--- src/bif_defs.vh ---
// Shared constants for the board interrupt funnel
`ifndef BIF_DEFS_VH
`define BIF_DEFS_VH

// Resolver priority modes
`define BIF_MODE_NESTED   2'h0
`define BIF_MODE_ROTATE   2'h1
`define BIF_MODE_SPECIFIC 2'h2

// Reset values
`define BIF_RST_MODE      2'h0
`define BIF_RST_LOWEST    3'h7
`define BIF_RST_PMASK     8'h00
`define BIF_RST_CMASK     4'h0

// Shared RAM base as seen by the on-board processor
`define BIF_CPU_RAM_BASE  16'h8000

// Handler addresses per processor input
`define BIF_VEC_TRAP      16'h0024
`define BIF_VEC_R75       16'h003c
`define BIF_VEC_R65       16'h0034
`define BIF_VEC_R55       16'h002c
`define BIF_VEC_GEN       16'h0038
`define BIF_VEC_NONE      16'h0000

// Bit positions in the processor mask input
`define BIF_CM_R75        3
`define BIF_CM_R65        2
`define BIF_CM_R55        1
`define BIF_CM_GEN        0

`endif

--- src/bif_resolver.v ---
// Circular priority pick among eight request levels
`timescale 1ns/1ps
`default_nettype none

module bif_resolver #(
	parameter N  = 8,
	parameter LW = 3
) (
	input  wire [N-1:0]  req_i,
	input  wire [LW-1:0] lowest_i,
	output reg           valid_o,
	output reg  [LW-1:0] level_o
);

	// Scan from the level after the lowest, wrapping around
	function [LW:0] pick;
		input [N-1:0]  req;
		input [LW-1:0] low;
		integer        k;
		reg     [LW-1:0] idx;
		reg              hit;
		begin
			hit = 1'b0;
			pick = {1'b0, {LW{1'b0}}};
			idx = low;
			for (k = 0; k < N; k = k + 1) begin
				idx = idx + {{(LW-1){1'b0}}, 1'b1};
				if (!hit && req[idx]) begin
					hit = 1'b1;
					pick = {1'b1, idx};
				end
			end
		end
	endfunction

	// Winner decode
	always @* begin
		{valid_o, level_o} = pick(req_i, lowest_i);
	end

endmodule

`default_nettype wire

--- src/bif_top.v ---
// Interrupt gathering logic for the communications slave board
`timescale 1ns/1ps
`default_nettype none
`include "bif_defs.vh"

module bif_top #(
	parameter NREQ = 8,
	parameter NPORT = 4,
	parameter AW = 20
) (
	input  wire             sys_clk_i,
	input  wire             srst_i,
	input  wire [NREQ-1:0]  chan_req_i,
	input  wire             pr_cfg_wr_i,
	input  wire [1:0]       pr_mode_i,
	input  wire [2:0]       pr_lowest_i,
	input  wire [NREQ-1:0]  pr_mask_i,
	input  wire             pr_ack_i,
	input  wire             pr_eoi_i,
	output reg  [2:0]       pr_level_o,
	output reg              general_irq_input_o,
	input  wire [AW-1:0]    board_base_i,
	input  wire             sys_wr_i,
	input  wire [AW-1:0]    sys_addr_i,
	input  wire             cpu_rd_i,
	input  wire [15:0]      cpu_addr_i,
	output reg              flag_irq_o,
	input  wire [NPORT-1:0] carrier_i,
	input  wire [NPORT-1:0] ring_i,
	input  wire             line_clr_i,
	input  wire [NPORT-1:0] carrier_clr_i,
	input  wire [NPORT-1:0] ring_clr_i,
	output reg  [NPORT-1:0] carrier_lost_o,
	output reg  [NPORT-1:0] ring_seen_o,
	input  wire             timer6_i,
	input  wire             sys_irq_i,
	input  wire             sys_irq_set_i,
	input  wire             sys_irq_clr_i,
	output reg              sys_irq_o,
	input  wire             cpu_mask_wr_i,
	input  wire [3:0]       cpu_mask_i,
	output reg              cpu_trap_o,
	output reg              cpu_r75_o,
	output reg              cpu_r65_o,
	output reg              cpu_r55_o,
	output reg              cpu_gen_o,
	output reg  [15:0]      cpu_vec_o
);

	reg  [1:0]       mode_q;
	reg  [2:0]       low_q;
	reg  [NREQ-1:0]  pmask_q;
	reg  [3:0]       cmask_q;
	reg  [2:0]       serv_q;
	reg              busy_q;
	reg  [NPORT-1:0] carrier_q;
	reg  [NPORT-1:0] ring_q;
	wire             win_valid;
	wire [2:0]       win_level;
	reg  [2:0]       eff_low;
	wire [NREQ-1:0]  live_req;
	wire             flag_set;
	wire             flag_clr;
	wire [NPORT-1:0] carrier_fall;
	wire [NPORT-1:0] ring_rise;
	wire             line_any;
	reg              gen_d;

	// Pending levels are the raw request levels minus masked ones
	assign live_req = chan_req_i & ~pmask_q;

	// Lowest level per mode: nested forces level 7 lowest
	always @* begin
		case (mode_q)
			`BIF_MODE_NESTED:   eff_low = `BIF_RST_LOWEST;
			`BIF_MODE_ROTATE:   eff_low = low_q;
			`BIF_MODE_SPECIFIC: eff_low = low_q;
			default:            eff_low = `BIF_RST_LOWEST;
		endcase
	end

	bif_resolver #(
		.N  (NREQ),
		.LW (3)
	) u_res (
		.req_i    (live_req),
		.lowest_i (eff_low),
		.valid_o  (win_valid),
		.level_o  (win_level)
	);

	// Resolver configuration and service tracking
	always @(posedge sys_clk_i) begin
		if (srst_i) begin
			mode_q  <= `BIF_RST_MODE;
			low_q   <= `BIF_RST_LOWEST;
			pmask_q <= `BIF_RST_PMASK;
			serv_q  <= 3'h0;
			busy_q  <= 1'b0;
		end else begin
			if (pr_cfg_wr_i) begin
				mode_q  <= pr_mode_i;
				pmask_q <= pr_mask_i;
				if (pr_mode_i == `BIF_MODE_SPECIFIC) begin
					low_q <= pr_lowest_i;
				end
			end else if (pr_eoi_i && busy_q) begin
				busy_q <= 1'b0;
				if (mode_q == `BIF_MODE_ROTATE) begin
					low_q <= serv_q;
				end
			end else if (pr_ack_i && win_valid && !busy_q) begin
				serv_q <= win_level;
				busy_q <= 1'b1;
			end
		end
	end

	// Single combined request to the processor
	always @* begin
		gen_d = win_valid & ~busy_q;
	end

	always @(posedge sys_clk_i) begin
		if (srst_i) begin
			general_irq_input_o <= 1'b0;
			pr_level_o          <= 3'h0;
		end else begin
			general_irq_input_o <= gen_d;
			pr_level_o          <= busy_q ? serv_q : win_level;
		end
	end

	// Mailbox flag: set by bus write at this board's base, set wins
	assign flag_set = sys_wr_i && (sys_addr_i == board_base_i);
	assign flag_clr = cpu_rd_i && (cpu_addr_i == `BIF_CPU_RAM_BASE);

	always @(posedge sys_clk_i) begin
		if (srst_i) begin
			flag_irq_o <= 1'b0;
		end else if (flag_set) begin
			flag_irq_o <= 1'b1;
		end else if (flag_clr) begin
			flag_irq_o <= 1'b0;
		end
	end

	// Carrier loss and ring edges, sticky until cleared
	assign carrier_fall = carrier_q & ~carrier_i;
	assign ring_rise    = ring_i & ~ring_q;
	assign line_any     = |{carrier_lost_o, ring_seen_o};

	always @(posedge sys_clk_i) begin
		if (srst_i) begin
			carrier_q      <= {NPORT{1'b0}};
			ring_q         <= {NPORT{1'b0}};
			carrier_lost_o <= {NPORT{1'b0}};
			ring_seen_o    <= {NPORT{1'b0}};
		end else begin
			carrier_q <= carrier_i;
			ring_q    <= ring_i;
			carrier_lost_o <= carrier_fall |
				(carrier_lost_o & ~({NPORT{line_clr_i}} & carrier_clr_i));
			ring_seen_o <= ring_rise |
				(ring_seen_o & ~({NPORT{line_clr_i}} & ring_clr_i));
		end
	end

	// Bus interrupt out, set wins over clear
	always @(posedge sys_clk_i) begin
		if (srst_i) begin
			sys_irq_o <= 1'b0;
		end else if (sys_irq_set_i) begin
			sys_irq_o <= 1'b1;
		end else if (sys_irq_clr_i) begin
			sys_irq_o <= 1'b0;
		end
	end

	// Processor input mask, nonmaskable line excluded
	always @(posedge sys_clk_i) begin
		if (srst_i) begin
			cmask_q <= `BIF_RST_CMASK;
		end else if (cpu_mask_wr_i) begin
			cmask_q <= cpu_mask_i;
		end
	end

	// Five processor inputs and the handler address of the top one
	always @(posedge sys_clk_i) begin
		if (srst_i) begin
			cpu_trap_o <= 1'b0;
			cpu_r75_o  <= 1'b0;
			cpu_r65_o  <= 1'b0;
			cpu_r55_o  <= 1'b0;
			cpu_gen_o  <= 1'b0;
			cpu_vec_o  <= `BIF_VEC_NONE;
		end else begin
			cpu_trap_o <= sys_irq_i;
			cpu_r75_o  <= timer6_i & ~cmask_q[`BIF_CM_R75];
			cpu_r65_o  <= flag_irq_o & ~cmask_q[`BIF_CM_R65];
			cpu_r55_o  <= line_any & ~cmask_q[`BIF_CM_R55];
			cpu_gen_o  <= gen_d & ~cmask_q[`BIF_CM_GEN];
			if (sys_irq_i) begin
				cpu_vec_o <= `BIF_VEC_TRAP;
			end else if (timer6_i && !cmask_q[`BIF_CM_R75]) begin
				cpu_vec_o <= `BIF_VEC_R75;
			end else if (flag_irq_o && !cmask_q[`BIF_CM_R65]) begin
				cpu_vec_o <= `BIF_VEC_R65;
			end else if (line_any && !cmask_q[`BIF_CM_R55]) begin
				cpu_vec_o <= `BIF_VEC_R55;
			end else if (gen_d && !cmask_q[`BIF_CM_GEN]) begin
				cpu_vec_o <= `BIF_VEC_GEN;
			end else begin
				cpu_vec_o <= `BIF_VEC_NONE;
			end
		end
	end

endmodule

`default_nettype wire

--- config.mk ---
export PLATFORM = sky130hd
export DESIGN_NAME = bif_top
export DESIGN_NICKNAME = d
export VERILOG_FILES = /design/src/bif_resolver.v /design/src/bif_top.v
export VERILOG_INCLUDE_DIRS = /design/src /design/src/src
export SDC_FILE = /design/constraint.sdc
export NUM_CORES = 1
export LEC_CHECK = 0
export BUFFER_PORTS_ARGS = -buffer_cell sky130_fd_sc_hd__clkbuf_2
export CAP_MARGIN = 15
export CORE_MARGIN = 2
export CORE_UTILIZATION = 25
export CTS_CLUSTER_SIZE = 40
export DETAILED_ROUTE_END_ITERATION = 6
export GPL_ROUTABILITY_DRIVEN = 0
export GPL_TIMING_DRIVEN = 0
export PLACE_DENSITY_LB_ADDON = 0.3
export SLEW_MARGIN = 20
export SYNTH_ARGS = -nofsm -noshare
export SYNTH_HDL_FRONTEND = slang
export SYNTH_SLANG_ARGS = --single-unit
--- constraint.sdc ---
create_clock -name sys_clk_i -period 10.3 [get_ports sys_clk_i]
set_input_delay 1.03 -clock sys_clk_i [delete_from_list [all_inputs] [get_ports sys_clk_i]]
set_output_delay 1.03 -clock sys_clk_i [all_outputs]
set_load 0.05 [all_outputs]
==> reports/metrics.csv <==
stage,metric,value,unit
setup_path,Worst EP required,10.47,ns
power,part of the power in registers,39.8,%
detailed_routing,Iteration-0 DRC Markers,113,
synthesis,largest family of logic cells by synthesized area,simple AND/OR/NAND/NOR gates,
detailed_routing,met3 WL post-DR,669,um
timing,final worst-path setup slack,5.976,ns
detailed_routing,top layer in use,met5,
timing,worst slew pin tran,0.7493,ns
clock_network,Root Driver,clkbuf_16,
setup_path,Setup crit end kind,register,
detailed_routing,Post-Route WL,9436,um
global_routing,number of global-route vias before repair,3108,
clock_network,H-tree depth,2,
global_routing,total track usage,13.24,%
floorplan,chip height,119.0,um
global_routing,antenna violations before repair,1,
timing,period utilization,41.98,%
detailed_routing,drt drc,0,
detailed_routing,routed via count,3210,
timing,final number of setup-violating endpoints,0,
synthesis,XOR/XNOR share of the synthesized area,9.084,%
detailed_routing,wire per inst,13.46,um
power,P_int,0.3716,mW
place,Place WS,6.009,ns
floorplan,Core Area,13090,um2
synthesis,Mean Syn Cell Area,8.745,um2
floorplan,Die Span X,119.0,um
timing,Period minus WS final,4.324,ns
outcome,outcome,finished clean,
floorplan,I/O Pins,145,
synthesis,post-synth top area share,31.49,%
finish,Layout area overhead,31.60,%
setup_path,Arrival @ worst endpoint,4.49,ns
timing,Worst Clk Skew,0.009567,ns
floorplan,initial core utilization,25.26,%
power,sw frac,33.07,%
floorplan,total die area,14160,um2
synthesis,synthesized-area fraction occupied by adder cells,2.650,%
timing,RSZ-0062 raised after global routing,no,
setup_path,crit path max fanout,12,
synthesis,#FFs+latches synth,52,
synthesis,post-synth top area cell,dfxtp_1,
power,logic gate share of total power,30.2,%
clock_network,hold_buf cts,0,
finish,Fill cells,1360,
detailed_routing,Pre-antenna DRT Iters,4,
synthesis,mapped cell area,3306,um2
synthesis,"count leader, synth",dfxtp_1,
setup_path,worst setup path class,reg -> reg,
clock_network,clock sinks,52,
detailed_routing,Routed met1 length,3699,um
power,Switch Pwr,0.1836,mW
synthesis,Main synth FF type,dfxtp_1,
synthesis,ys async rst share,0,%
detailed_routing,vias per cell,4.579,
power,Peak VDD IR,0.00006527,V
clock_network,"Clk pin slew, worst setup/hold paths",0.07,ns
detailed_routing,metal2 WL,4924,um
timing,Max Freq,0.2313,GHz
clock_network,CTS Buffer Depth,2,
synthesis,mux contribution to synthesized area,15.48,%
timing,fin. max-slew vios,0,
worst_hold_path,min-delay worst type,reg -> reg,
power,Clk pwr share,30.1,%
power,P_leak,2.006,nW
timing,setup_tns,0,ns
synthesis,sequential area share after synthesis,31.49,%
clock_network,post-CTS resize count,0,
synthesis,Syn Inst Count,378,
place,buffers added on ports,128,
global_routing,first-pass GRT wire length,14920,um
synthesis,synth top area cells,"dfxtp_1 31%, mux2i_1 11%, xnor2_1 5.8%, nor2b_1 4.5%, nor2_1 4.4%",
global_routing,largest net degree at the start of global routing,17,
setup_path,CP startpoint kind,register,
clock_network,"Clk Latency, worst-skew pair",0.30,ns
global_routing,GR Overflow Total,0,
finish,layout cell share with drive strength beyond 1,32.00,%
detailed_routing,Antenna Nets Post-Route,0,
timing,max_slew headroom,50.05,%
synthesis,Synth Area in Simple Gates,21.54,%
synthesis,Post-synth top cells,"52 x dfxtp_1, 39 x nor2_1, 35 x mux2i_1",
floorplan,row count,42,
clock_network,TritonCTS clock tree,yes,
synthesis,Unique masters post-synth,53,
clock_network,CTS buffer count,5,
place,DP Wirelength,7812,um
job,max_cap viols,0,
synthesis,"EDFF count, synth",0,
synthesis,yosys warns,0,
synthesis,complex-gate fraction of the synthesized area,13.36,%
finish,ant diodes,0,
finish,Nets,641,
power,Power Dens Cells,127.6,nW/um2
clock_network,Post-CTS Setup Bufs,0,
timing,final hold viol count,0,
## critical path, cell delays in order, from the launching register on
cell and delay [ns]:
dfxtp_1 0.33, inv_1 0.05, ha_1 0.36, or2_1 0.23, buf_4 0.16, buf_2 0.22
ha_1 0.27, xnor2_1 0.39, xnor3_2 0.39, xor2_1 0.28, mux2i_1 0.28, mux2i_1 0.20
a41o_1 0.38, nor3b_2 0.37, mux2i_1 0.24, nor2_1 0.05
## worst paths after layout
path	to	from	slack (ns)	cells past startpoint
min	cpu_gen_o	cmask_q[0]	0.48	1
max reg2reg	serv_q[0]	mode_q[1]	5.98	15
max	serv_q[0]	mode_q[1]	5.98	15
min reg2reg	cpu_gen_o	cmask_q[0]	0.48	1
## state kept, by name, indices dropped and copies added (netlist names), 2 cells and up
name            count
mode_q              2
ring_seen_o         4
cpu_vec_o           4
pmask_q             8
low_q               3
carrier_q           4
cmask_q             4
pr_level_o          3
ring_q              4
serv_q              3
carrier_lost_o      4
## cell type report
type	count	area [um2]	area share, %
multi-input combinational	299	2098	48.23
buffer	28	167.7	3.854
sequential	52	1041	23.93
inverter	10	40.04	0.9203
clock inverter	2	13.76	0.3164
tap	176	220.2	5.062
timing repair buffer	128	640.6	14.73
clock buffer	6	128.9	2.962
## power groups by stage
stage,Combinational [mW],Sequential [mW],Clock [mW]
after floorplan,0.0946,0.247,0
after global placement,0.165,0.225,0
after detailed placement,0.167,0.225,0
after CTS,0.168,0.221,0.172
after global routing,0.182,0.223,0.178
final,0.167,0.221,0.167
## layout by cell type, fill, tap and decap left out, types with 9 or more instances in the layout
| cell type | count |
|---|---|
| xnor2_1 | 22 |
| nor2_1 | 39 |
| clkbuf_1 | 12 |
| o21ai_0 | 14 |
| clkbuf_2 | 128 |
| nand2_1 | 27 |
| conb_1 | 12 |
| a21oi_1 | 25 |
| dfxtp_1 | 52 |
| inv_1 | 9 |
| nor2b_1 | 24 |
| buf_4 | 14 |
| mux2i_1 | 35 |
| nand2b_1 | 17 |
## cells by family after synthesis
logic type	Yosys count
simple gates	136
compound gates	70
flops	52
mux	43
buf+inv	38
xor+xnor	31
fa+ha+maj	7
other cells	1
## per-stage QoR
step | utilization, % | instances | area, um2 | total power [mW] | hold slack, ns
final | 33.25 | 701 | 4350 | 0.5552 | 0.4841
after global routing | 33.25 | 701 | 4350 | 0.5824 | 0.5084
after CTS | 33.25 | 701 | 4350 | 0.5609 | 0.4830
after detailed placement | 32.16 | 693 | 4208 | 0.3930 | 0.4715
after global placement | 32.16 | 693 | 4208 | 0.3901 | 0.4598
after floorplan | - | 389 | 3347 | 0.3419 | 0.4335
## layer usage
metal | vias up | GRT usage (%)
met5 | - | 0
met2 | 135 | 24.50
met1 | 1477 | 15.17
met4 | 2 | 3.720
met3 | 12 | 2.969
li1 | 1584 | -
Note: power is estimated with default switching activity, not from simulation.
